`src/inc/gain_buffer_consts.vh`:
```
`ifndef GAIN_BUFFER_CONSTS_VH
`define GAIN_BUFFER_CONSTS_VH
// ----------------------------------------
// register indices
// ----------------------------------------
`define IDX_GAIN_CTRL      4'h0
`define IDX_BUF_INTERVAL   4'h3
`define IDX_ERROR_STATUS   4'h4
`define IDX_SUPPRESS       4'hb
// ----------------------------------------
// field positions and reset values
// ----------------------------------------
`define GAIN_FIELD_HI      7
`define GAIN_FIELD_LO      4
`define MUX_FIELD_HI       2
`define MUX_FIELD_LO       0
`define GAIN_RESET         4'h0
`define GAIN_MAX_CODE      4'ha
`define OUT_MULT_RESET     1'b0
`define CMD_BUF_START_BIT  5
`define ERR_INPUT_OV       0
`define ERR_AMP_CLIP       1
`define ERR_GAIN_OVL       2
`define ERR_CLAMP          3
`define ERR_OUT_STAGE      4
`define NUM_ERR            5
// ----------------------------------------
// timing
// ----------------------------------------
`define CLK_FREQ_HZ        200000000
`define OSC_FREQ_HZ        1000000
`define CHOP_DIVIDE        4
`define OSC_DIVIDE         (`CLK_FREQ_HZ / `OSC_FREQ_HZ)
`endif

```
`src/rtl/gb_tick_gen.v`:
```
`include "gain_buffer_consts.vh"
`default_nettype none
// ----------------------------------------
// oscillator tick and chopper clock
// ----------------------------------------
module gb_tick_gen #(
	parameter DIVIDE = `OSC_DIVIDE
) (
	input  wire       clk,
	input  wire       rst_n,
	input  wire       ce,
	input  wire       ext_clk_sel,
	input  wire       ext_clk_rise,
	output reg        osc_tick,
	output reg        chop_q
);
	reg  [7:0] div_q;
	reg  [1:0] chop_cnt_q;
	wire       base_tick;

	// external source replaces the internal base when selected
	assign base_tick = ext_clk_sel ? ext_clk_rise : (div_q == 8'h00);

	// divide clk down to 1 MHz, then by four for 250 kHz chopping
	always @(posedge clk) begin
		if (!rst_n) begin
			div_q      <= 8'h00;
			chop_cnt_q <= 2'h0;
			chop_q     <= 1'b0;
			osc_tick   <= 1'b0;
		end else if (ce) begin
			div_q    <= (div_q == 8'h00) ? DIVIDE[7:0] - 8'h01 : div_q - 8'h01;
			osc_tick <= base_tick;
			if (base_tick) begin
				chop_cnt_q <= chop_cnt_q + 2'h1;
				if (chop_cnt_q[0])
					chop_q <= ~chop_q; // quarter rate, 50% duty
			end
		end
	end
endmodule
`default_nettype wire

```
`src/rtl/gb_err_filter.v`:
```
`include "gain_buffer_consts.vh"
`default_nettype none
// ----------------------------------------
// per-sensor suppression delay
// ----------------------------------------
module gb_err_filter (
	input  wire       clk,
	input  wire       rst_n,
	input  wire       ce,
	input  wire       osc_tick,
	input  wire       sense,
	input  wire [7:0] delay,
	output reg        filtered
);
	reg [7:0] cnt_q;

	// condition must persist delay oscillator ticks before it counts
	always @(posedge clk) begin
		if (!rst_n) begin
			cnt_q    <= 8'h00;
			filtered <= 1'b0;
		end else if (ce) begin
			if (!sense) begin
				cnt_q    <= 8'h00;
				filtered <= 1'b0;
			end else if (cnt_q >= delay) begin
				filtered <= 1'b1;
			end else if (osc_tick) begin
				cnt_q <= cnt_q + 8'h01;
			end
		end
	end
endmodule
`default_nettype wire

```
`src/rtl/gain_buffer_error_control.v`:
```
`include "gain_buffer_consts.vh"
`default_nettype none
// What this block does
// chopper at quarter of 1 MHz oscillator
// index 0 holds gain and mux address
// gain codes 128 down to one eighth
// gain resets to one eighth
// output multiplier unity or larger, resets unity
// buffer turns off after index 3 interval
// command bit 5 starts buffer
// trigger pin also starts buffer
// busy indication while buffer engaged
// separate four input fault indicators
// output stage fault flag
// errors held in index 4 status
// latch unless latch disable set
// ored errors drive interrupt pin
// suppression delay from index 11
// errors suppressed while buffer active
// non-buffer switches set by host writes
// buffer switches follow buffer automatically
// interval counts oscillator, retrigger restarts
// flags clear by status write or reset
module gain_buffer_error_control (
	input  wire       clk,
	input  wire       rst_n,
	input  wire       ce,
	// register access port, already deserialised from the spi
	input  wire       wr_en,
	input  wire [3:0] wr_index,
	input  wire [7:0] wr_data,
	input  wire [3:0] rd_index,
	output reg  [7:0] rd_data,
	input  wire       cmd_valid,
	input  wire [7:0] cmd_byte,
	// configuration
	input  wire       out_gain_mult,
	input  wire       latch_disable,
	input  wire       err_pin_enable,
	input  wire       suppress_in_buffer,
	input  wire       ext_clk_sel,
	input  wire [7:0] switch_ctrl,
	// pins from outside the clock domain
	input  wire       buffer_trigger_input,
	input  wire       ext_clk_pin,
	input  wire       sense_input_ov,
	input  wire       sense_amp_clip,
	input  wire       sense_gain_ovl,
	input  wire       sense_clamp,
	input  wire       sense_out_stage,
	// outputs
	output reg  [3:0] gain_code,
	output reg  [2:0] mux_addr,
	output reg        out_mult_q,
	output reg        buffer_active_indication,
	output reg  [7:0] switch_q,
	output reg  [3:0] buf_switch_q,
	output reg        chop_clk,
	output reg        error_irq,
	output reg        input_overvoltage_flag,
	output reg        amp_output_clip_flag,
	output reg        gain_network_overload_flag,
	output reg        input_clamp_conduction_flag,
	output reg        output_stage_fault_flag
);
	// ----------------------------------------
	// timing notes for users of this block
	// ----------------------------------------
	// the oscillator tick is a one-cycle strobe, not a clock, so every
	// timer moves in whole ticks, of DIVIDE clk cycles or of the link clock when ext_clk_sel is set
	// a started interval lasts between n and n+1 ticks because the first
	// tick may fall at any point after the start; hosts that need a hard
	// maximum should program one tick less than they allow
	// pins pass two flops, so a pin event reaches the logic two clk
	// cycles late; a pulse shorter than one clk period may be missed,
	// which is acceptable for slow trigger and sensor lines
	// the trigger pin starts the buffer on its rising edge only; holding it
	// high does not keep the buffer engaged
	// a command byte with the start bit set while the buffer runs reloads
	// the full interval rather than adding to what is left
	// flags are registered copies of err_d, so they match err_q exactly;
	// a clearing write and a new fault in one cycle leave the flag set,
	// since losing a fault is worse than reporting one twice
	// live mode (latch disable) bypasses the clear path entirely, and its
	// flags drop as soon as the filtered sensor drops
	// the interrupt pin follows the same registered word, gated by its
	// enable, so it never pulses for a fault that the status word lacks
	// ce low freezes every counter and flag; the tick divider is frozen
	// too, so intervals stretch by the frozen time rather than shrink
	// gain codes above the 128 step are dropped whole, but the mux field
	// of the same write still lands, so mux stepping never stalls

	// ----------------------------------------
	// input synchronisers
	// ----------------------------------------
	reg  [6:0]          sync1_q;
	reg  [6:0]          sync2_q;
	reg                 trig_prev_q;
	reg                 ext_prev_q;
	wire                trig_rise;
	wire                ext_rise;
	wire [`NUM_ERR-1:0] sense_sync;
	wire [6:0]          pin_bus;

	// raw pins in one bus: sensors low, trigger and link clock on top
	assign pin_bus[`ERR_INPUT_OV]  = sense_input_ov;
	assign pin_bus[`ERR_AMP_CLIP]  = sense_amp_clip;
	assign pin_bus[`ERR_GAIN_OVL]  = sense_gain_ovl;
	assign pin_bus[`ERR_CLAMP]     = sense_clamp;
	assign pin_bus[`ERR_OUT_STAGE] = sense_out_stage;
	assign pin_bus[5]              = buffer_trigger_input;
	assign pin_bus[6]              = ext_clk_pin;

	// two stages before anything reads a pin
	always @(posedge clk) begin
		if (!rst_n) begin
			sync1_q     <= 7'h00;
			sync2_q     <= 7'h00;
			trig_prev_q <= 1'b0;
			ext_prev_q  <= 1'b0;
		end else if (ce) begin
			sync1_q     <= pin_bus;
			sync2_q     <= sync1_q;
			trig_prev_q <= sync2_q[5];
			ext_prev_q  <= sync2_q[6];
		end
	end

	assign sense_sync = sync2_q[4:0];
	assign trig_rise  = sync2_q[5] & ~trig_prev_q;
	assign ext_rise   = sync2_q[6] & ~ext_prev_q;

	// ----------------------------------------
	// oscillator and chopper
	// ----------------------------------------
	wire osc_tick;
	wire chop_w;

	// tick and chopper sit in their own module so the divider can be
	// replaced by a real oscillator input without touching the timers
	gb_tick_gen u_tick (
		.clk          (clk),
		.rst_n        (rst_n),
		.ce           (ce),
		.ext_clk_sel  (ext_clk_sel),
		.ext_clk_rise (ext_rise),
		.osc_tick     (osc_tick),
		.chop_q       (chop_w)
	);

	// ----------------------------------------
	// registers
	// ----------------------------------------
	reg  [7:0] buf_interval_setting;
	reg  [7:0] suppress_delay_q;
	wire       status_wr;
	wire [7:0] status_word;

	// one decoder for the write and the read side keeps the map in one place
	function index_is;
		input [3:0] idx;
		input [3:0] target;
		begin
			index_is = (idx == target);
		end
	endfunction

	// codes above the 128 step are not implemented and are dropped
	function gain_code_ok;
		input [3:0] code;
		begin
			gain_code_ok = (code <= `GAIN_MAX_CODE);
		end
	endfunction

	assign status_wr = wr_en && index_is(wr_index, `IDX_ERROR_STATUS);
	// status word as the host reads it
	assign status_word = {2'h0, buffer_active_indication, err_q};

	// host writes; out-of-range gain codes are ignored
	always @(posedge clk) begin
		if (!rst_n) begin
			gain_code            <= `GAIN_RESET; // one eighth
			mux_addr             <= 3'h0;
			buf_interval_setting <= 8'h00;
			suppress_delay_q     <= 8'h00;
		end else if (ce && wr_en) begin
			if (index_is(wr_index, `IDX_GAIN_CTRL)) begin
				if (gain_code_ok(wr_data[`GAIN_FIELD_HI:`GAIN_FIELD_LO]))
					gain_code <= wr_data[`GAIN_FIELD_HI:`GAIN_FIELD_LO];
				mux_addr <= wr_data[`MUX_FIELD_HI:`MUX_FIELD_LO];
			end else if (index_is(wr_index, `IDX_BUF_INTERVAL)) begin
				buf_interval_setting <= wr_data;
			end else if (index_is(wr_index, `IDX_SUPPRESS)) begin
				suppress_delay_q <= wr_data;
			end
		end
	end

	// ----------------------------------------
	// current buffer timing
	// ----------------------------------------
	reg  [8:0] buf_cnt_q;
	wire       buf_start;
	wire       cmd_start;
	wire       pin_start;

	// a command bit and a pin edge are equal sources of a start
	assign cmd_start = cmd_valid && cmd_byte[`CMD_BUF_START_BIT];
	assign pin_start = trig_rise;
	assign buf_start = cmd_start || pin_start;

	// counts oscillator ticks; a fresh start reloads the count
	always @(posedge clk) begin
		if (!rst_n) begin
			buf_cnt_q                <= 9'h000;
			buffer_active_indication <= 1'b0;
		end else if (ce) begin
			if (buf_start) begin
				buf_cnt_q                <= {1'b0, buf_interval_setting} + 9'h001;
				buffer_active_indication <= 1'b1;
			end else if (buffer_active_indication && osc_tick) begin
				buf_cnt_q <= buf_cnt_q - 9'h001;
				if (buf_cnt_q == 9'h001)
					buffer_active_indication <= 1'b0; // auto off
			end
		end
	end

	// ----------------------------------------
	// switch outputs
	// ----------------------------------------
	// buffer-side switches track buffer state, others from host
	always @(posedge clk) begin
		if (!rst_n) begin
			switch_q     <= 8'h00;
			buf_switch_q <= 4'h0;
			out_mult_q   <= `OUT_MULT_RESET;
			chop_clk     <= 1'b0;
		end else if (ce) begin
			switch_q     <= switch_ctrl;
			buf_switch_q <= {4{buffer_active_indication}};
			out_mult_q   <= out_gain_mult;
			chop_clk     <= chop_w;
		end
	end

	// ----------------------------------------
	// error detection
	// ----------------------------------------
	wire [`NUM_ERR-1:0] filt;
	wire [`NUM_ERR-1:0] qualified;
	reg  [`NUM_ERR-1:0] err_q;
	reg  [`NUM_ERR-1:0] err_d;
	wire                blank_now;
	integer i;

	// one filter per sensor; they share the delay so all flags age alike
	genvar g;
	generate
		for (g = 0; g < `NUM_ERR; g = g + 1) begin : g_filt
			gb_err_filter u_filt (
				.clk      (clk),
				.rst_n    (rst_n),
				.ce       (ce),
				.osc_tick (osc_tick),
				.sense    (sense_sync[g]),
				.delay    (suppress_delay_q),
				.filtered (filt[g])
			);
		end
	endgenerate

	// blanking while buffer runs avoids false overloads from switching
	assign blank_now = suppress_in_buffer & buffer_active_indication;
	assign qualified = filt & {`NUM_ERR{~blank_now}};

	// set wins over a clearing write; write of one clears that bit
	always @* begin
		err_d = err_q;
		if (latch_disable) begin
			err_d = qualified; // live follow
		end else begin
			for (i = 0; i < `NUM_ERR; i = i + 1) begin
				if (status_wr && wr_data[i])
					err_d[i] = 1'b0;
				if (qualified[i])
					err_d[i] = 1'b1; // held until cleared
			end
		end
	end

	// flag pins and interrupt come from the same word as the status read
	always @(posedge clk) begin
		if (!rst_n) begin
			err_q                       <= {`NUM_ERR{1'b0}};
			input_overvoltage_flag      <= 1'b0;
			amp_output_clip_flag        <= 1'b0;
			gain_network_overload_flag  <= 1'b0;
			input_clamp_conduction_flag <= 1'b0;
			output_stage_fault_flag     <= 1'b0;
			error_irq                   <= 1'b0;
		end else if (ce) begin
			err_q                       <= err_d;
			input_overvoltage_flag      <= err_d[`ERR_INPUT_OV];
			amp_output_clip_flag        <= err_d[`ERR_AMP_CLIP];
			gain_network_overload_flag  <= err_d[`ERR_GAIN_OVL];
			input_clamp_conduction_flag <= err_d[`ERR_CLAMP];
			output_stage_fault_flag     <= err_d[`ERR_OUT_STAGE];
			error_irq                   <= err_pin_enable & (|err_d);
		end
	end

	// ----------------------------------------
	// register readback
	// ----------------------------------------
	// registered so the read port never shows a combinational glitch
	always @(posedge clk) begin
		if (!rst_n) begin
			rd_data <= 8'h00;
		end else if (ce) begin
			if (index_is(rd_index, `IDX_GAIN_CTRL))
				rd_data <= {gain_code, 1'b0, mux_addr};
			else if (index_is(rd_index, `IDX_BUF_INTERVAL))
				rd_data <= buf_interval_setting;
			else if (index_is(rd_index, `IDX_ERROR_STATUS))
				rd_data <= status_word;
			else if (index_is(rd_index, `IDX_SUPPRESS))
				rd_data <= suppress_delay_q;
			else
				rd_data <= 8'h00;
		end
	end
endmodule
`default_nettype wire

```
`config.mk`:
```
export PLATFORM = sky130hd
export DESIGN_NAME = gain_buffer_error_control
export DESIGN_NICKNAME = d
export VERILOG_FILES = /design/src/rtl/gb_tick_gen.v /design/src/rtl/gb_err_filter.v /design/src/rtl/gain_buffer_error_control.v
export VERILOG_INCLUDE_DIRS = /design/src /design/src/inc
export SDC_FILE = /design/constraint.sdc
export NUM_CORES = 1
export LEC_CHECK = 0
export BUFFER_PORTS_ARGS = -buffer_cell sky130_fd_sc_hd__clkbuf_2
export CELL_PAD_IN_SITES_DETAIL_PLACEMENT = 1
export CELL_PAD_IN_SITES_GLOBAL_PLACEMENT = 2
export CORE_ASPECT_RATIO = 0.5
export CORE_MARGIN = 2
export CORE_UTILIZATION = 33
export CTS_BUF_LIST = sky130_fd_sc_hd__clkbuf_4 sky130_fd_sc_hd__clkbuf_8
export CTS_CLUSTER_DIAMETER = 80
export DETAILED_ROUTE_END_ITERATION = 16
export PLACE_DENSITY_LB_ADDON = 0.15
export SLEW_MARGIN = 5
export SYNTH_ARGS = -nofsm -noshare
export SYNTH_HDL_FRONTEND = slang
export SYNTH_SLANG_ARGS = --single-unit
```
`constraint.sdc`:
```
create_clock -name clk -period 2.24 [get_ports clk]
set_input_delay 0.112 -clock clk [delete_from_list [all_inputs] [get_ports clk]]
set_output_delay 0.112 -clock clk [all_outputs]
set_load 0.01 [all_outputs]
```
* Word level (Yosys, flattened, before mapping)
Cells that the tools add are included.
Storage, ports and cells: register bits 136, input port bits 49, output and inout bits 36, word-level logic and storage cells 165
Cells by class: add/subtract/negate cells 9, $lt $le $gt $ge 6, eq/ne operators 22, multiplexer cells 47, bitwise gates (word level) 11, reductions and logical operators 34
Operator list (number):
- $mux 8 | 20
- $add 8x1->8 const B | 5
- $ge 8x8->1 | 5
- $reduce_and 3->1 | 9
- $mux 1 | 24
- $ne 2x1->1 const B | 10
- $mux 9 | 2
- $reduce_and 2->1 | 8
- $ne 2x2->1 const B | 5
- $add 8x1->9 const B | 1
- $eq 9x1->1 const B | 1
- $logic_and 1x1->1 | 9
- $sub 9x1->9 const B | 1
- $eq 4x2->1 const B | 2
- $eq 4x3->1 const B | 2
- $eq 4x4->1 const B | 2
- $logic_not 4->1 | 2
- $logic_not 8->1 | 1
- $sub 8x1->8 const B | 1
- $not 1->1 | 6
- $and 5x5->5 | 1
- $mux 5 | 1
- $reduce_or 5->1 | 1
- $and 1x1->1 | 4
- 5 further kinds | 6

* Longest topological paths before layout
word-level depth 8, gate-level depth with buffers 8, mapped depth without buffers 8

* Cells and area by module
A second synthesis with hierarchy kept.
Second synthesis, totals: cells, all modules 887, area, all modules 7718.7 um2
By module, submodules not included:
- gb_err_filter | times used 5, cells each 86, area an instance 729.4 um2, seq. area each 180.2 um2
- gain_buffer_error_control | times used 1, cells each 387, area an instance 3457.1 um2, seq. area each 1481.4 um2
- gb_tick_gen | times used 1, cells each 70, area an instance 614.3 um2, seq. area each 220.2 um2

* Least setup slack after synthesis
No wires, ideal clock.
kind register to register, from register suppress_delay_q[6], to register g_filt[4].u_filt.cnt_q[6], library setup time 0.121 ns, arrival time 2.076 ns, required time 2.119 ns, path slack 0.043 ns, cell stages (with the launch flop) 9, buffers on the path 0, clock period less this slack 2.197 ns, cell sequence dfxtp_1 -> inv_1 -> ha_1 -> and3_4 -> a221oi_1 -> and2_2 -> nand2_2 -> nor3_1 -> mux2_2
Between the ends: cells in the longest elaborated chain, start to end 3
Ends and longest elaborated chain:
- start, declared | RTL line gain_buffer_error_control.v:155 | reg [7:0] suppress_delay_q;
- start signal, assigned | RTL line gain_buffer_error_control.v:195 | suppress_delay_q <= wr_data;
- $ge 8x8->1 | RTL line gb_err_filter.v:26 | end else if (cnt_q >= delay) begin
- $ne 2x2->1 (no line)
- $reduce_and 3->1 (no line)
- end signal, assigned | RTL line gb_err_filter.v:29 | cnt_q <= cnt_q + 8'h01;
- end, declared | RTL line gb_err_filter.v:15 | reg [7:0] cnt_q;
Every way passes these cells. A chain may end at the register's enable or synchronous reset.

* Worst setup path in the final report
from register suppress_delay_q[6], to register g_filt[4].u_filt.cnt_q[0]
The elaborated chain is that of the path after synthesis.

==> flow_summary.toml <==
[clock_network]
cts_buffers = 17
htree_levels = 4
clkTransAtPathRegs_ns = 0.08
clk_latency_ns = 0.46
cts.sinks = 130
cts_root_buffer = "clkbuf_8"
clk_path_buf_depth = 2
cts_tree = "done"

[run_status]
status = "finished clean"

[global_routing]
antenna_found_initial = 0
grt-ovfl-total = 0
grt_pass1_vias = 6450
grt_pass1_wl_mm = 33.7
grt_max_degree = 36
grt_usage_pct = 20.0

[drt]
drtIter0Drc = 220
ant_nets = 0
drt-total-wl_mm = 20.5
vias_per_cell = 5.24
drc = 0
wl_per_cell_um = 17.4
num_vias = 6203
drt-pass1-iter-count = 7

[finish]
area_growth_pct = 27.5
drive_gt1_share_pct = 24.1
final_cells = 1183
fillCellCount = 2343
n_antenna_cell = 0
seqCellArea_um2 = 2610
fin_nets = 1005
multi_input_area_um2 = 4030

[critical_path]
worstRegToRegCells = 8
path_cells = "inv_2, ha_1, and3_4, a221oi_4, and2_4, nand2_2, or4b_1, o311ai_1"
cp-start-kind = "flip-flop"
cp_top_family = "simple AND/OR/NAND/NOR gates"
rrSetupSlack_ns = 0.05
arrival_ns = 2.53
r2r-start = "suppress_delay_q[6]$_SDFFE_PN0P_"
cp_slowest_cell = "or4b_1"
path_class = "flip-flop to flip-flop"
max_stage_delay_ns = 0.53
cp.required_ns = 2.59
cp-end-kind = "flip-flop"
critPathBufInv = 1
worst-path-max-fanout = 5
reg2reg_to = "g_filt[4].u_filt.cnt_q[0]$_SDFFE_PN0P_"

[timing]
slew_viol_final = 0
fin_crit_sh_pct = 97.6
period_minus_slack_ns = 2.19
finalSetupTns_ns = 0
rsz0062_at_grt = "yes"
tightest_slew_ns = 0.713
fin_worst_skew_ns = 0.0150
fmax_mhz = 457
hold_viol = 0
relSlewSlack_pct = 52.1
setup_viol = 0
finalWorstSetupSlack_ns = 0.0531

[floorplanning]
core.rowCount = 36
die_w_um = 205
core-area_um2 = 19600
io_pins = 85
start_util_pct = 34.0
dieHeight_um = 105
die-area_um2 = 21500

[placement]
dp_cells = 1123
io_buffers = 77
pre_cts_ws_ns = -0.0407
hpwl_mm = 15.0
place_congestion = 0.795

[synth]
synth.avg_cell_area_um2 = 8.81
synth_top_area_share_pct = 39.0
synth-seq-area-share_pct = 39.0
synth_area_leader_cell = "dfxtp_1"
ys_async_sr_fraction_pct = 0
ys_ff_latch = 130
ys_warn_count = 0
synthTopCellsByArea = "dfxtp_1 39%, ha_1 9.4%, mux2i_1 7.0%"
synthDistinctLibCells = 71
netlist_area_um2 = 6680
synthCells = 758
synth_ff_type = "dfxtp_1"
synth-edff-count = 0
syn-num-nets = 857

[pwr]
power_density_nw_per_um2 = 600
ir_worst_vdd_uv = 353
p_leak_nw = 3.51

[min_path]
hold_path_startpoint = "wr_index[0]"
worstHoldEndpoint = "mux_addr[0]$_SDFFE_PN0P_"
whs_path_depth = 4
hold_path_class = "input pin to flip-flop"

[flow_run]
drv_cap = 0
-- flip-flops by register name (all words and copies together) (netlist names), 3 cells and up --
register / cells
suppress_delay_q: 8
gain_code: 4
sync1_q: 7
rd_data: 8
buf_interval_setting: 8
mux_addr: 3
u_tick.div_q: 8
buf_cnt_q: 9
err_q: 4
switch_q: 8
sync2_q: 7
g_filt.u_filt.cnt_q: 40
g_filt.u_filt.filtered: 5
-- timing repair --
action | 4_1_cts | 5_1_grt
resized for setup | 9 | 38
pin swaps | 8 | 22
hold endpoints to repair | 34 | 0
hold buffers | 24 | 0
buffers inserted | 2 | 4
endpoints found under the setup margin | 9 | 28
-- tightest hold or removal path, stage by stage --
cell and delay, ns:
clkbuf_2 0.10, nor3_2 0.09, nand3_1 0.09, a21oi_1 0.06
-- worst max path at each step --
stage / from / end / slack [ns] / depth (start not counted)
floorplan: suppress_delay_q[6]$_SDFFE_PN0P_ / g_filt[4].u_filt.cnt_q[6]$_SDFFE_PN0P_ / 0.04 / 8
global placement: suppress_delay_q[5]$_SDFFE_PN0P_ / g_filt[0].u_filt.cnt_q[6]$_SDFFE_PN0P_ / 0.02 / 9
detailed placement: suppress_delay_q[5]$_SDFFE_PN0P_ / g_filt[1].u_filt.cnt_q[6]$_SDFFE_PN0P_ / -0.04 / 9
CTS: suppress_delay_q[5]$_SDFFE_PN0P_ / g_filt[2].u_filt.cnt_q[5]$_SDFFE_PN0P_ / -0.004 / 9
global route: suppress_delay_q[2]$_SDFFE_PN0P_ / g_filt[4].u_filt.cnt_q[0]$_SDFFE_PN0P_ / -0.04 / 9
finish: suppress_delay_q[6]$_SDFFE_PN0P_ / g_filt[4].u_filt.cnt_q[0]$_SDFFE_PN0P_ / 0.05 / 8
-- area by class of cell --
class	count	area share, %
repair buffers	156	12.6
clock inverters	7	0.999
clock buffers	23	3.35
multi-input cells	575	47.3
inverters	26	1.15
well taps	266	3.91
flip-flops and latches	130	30.7
-- through the flow --
step / utilization, % / total power, mW / cell area [µm²] / hold slack (ns)
after floorplan: - / 2.90 / 6680 / 0.251
after CTS: 42.5 / 5.19 / 8340 / 0.0148
after detailed placement: 39.1 / 3.15 / 7680 / 0.357
after global routing: 43.4 / 5.38 / 8520 / 0.0432
final: 43.4 / 5.11 / 8520 / 0.0482
after global placement: 39.1 / 3.13 / 7680 / 0.347
-- where the power goes --
part	internal (mW)	total, mW	switching, mW
registers	2.40	2.49	0.0817
logic	0.284	0.646	0.362
clock network	1.06	1.98	0.924
total	3.75	5.11	1.37
-- cells in the final DEF, fill, tap and decap left out, types with 6 or more instances in the layout --
master         count
dfxtp_1          121
nand4_1           24
o21ai_0           33
clkbuf_2          76
xor2_1            21
a22oi_1           14
nor2b_1            7
dlygate4sd3_1     24
and3_1            10
and2_1             6
clkbuf_8          18
ha_4               7
a21oi_1           29
inv_1             17
xnor2_1            8
a211oi_1           6
or3_1             12
ha_1              41
nand2_1           49
mux2i_1           47
dfxtp_2            9
nor3_1             9
buf_4             51
nand3_1           31
o21ai_1            7
a211oi_2           7
nor2_1           112
a31oi_1            8
inv_2              9
-- synth_stat cells, drive strengths merged, types with 3 or more instances --
library cell    n
dfxtp         130
nor2          114
ha             50
nand2          50
mux2i          47
o21ai          43
nand3          33
a21oi          30
inv            25
nand4          24
xor2           21
clkbuf         17
a211oi         15
a22oi          14
or3            12
and3           11
nor3           11
buf            10
a31oi           8
xnor2           8
and2            7
nor2b           7
a21o            5
nor4            5
a32oi           4
o211ai          4
o21a            4
o32ai           4
or4             4
a222oi          3
nand2b          3
o311ai          3
o31ai           3
-- metal layers --
metal / global-route usage (%) / vias to the layer above / routed length (µm)
li1: - / 3049 / -
met1: 26.8 / 3072 / 10100
met2: 32.3 / 72 / 9670
met3: 4.18 / 10 / 652
met5: 0 / - / 0
met4: 5.91 / 0 / 133
-- cells by family after synthesis --
kind of cell	count (synthesis)	share of synthesized area [%]
DFF	130	39.0
adders and majority gates	50	9.36
and+or+nand+nor	293	21.3
muxes	48	7.21
xor gates and xnor gates	29	3.80
AOI/OAI and AO/OA	155	16.2
buffers and inverters	53	3.22
Power figures use the tool's default switching activity.
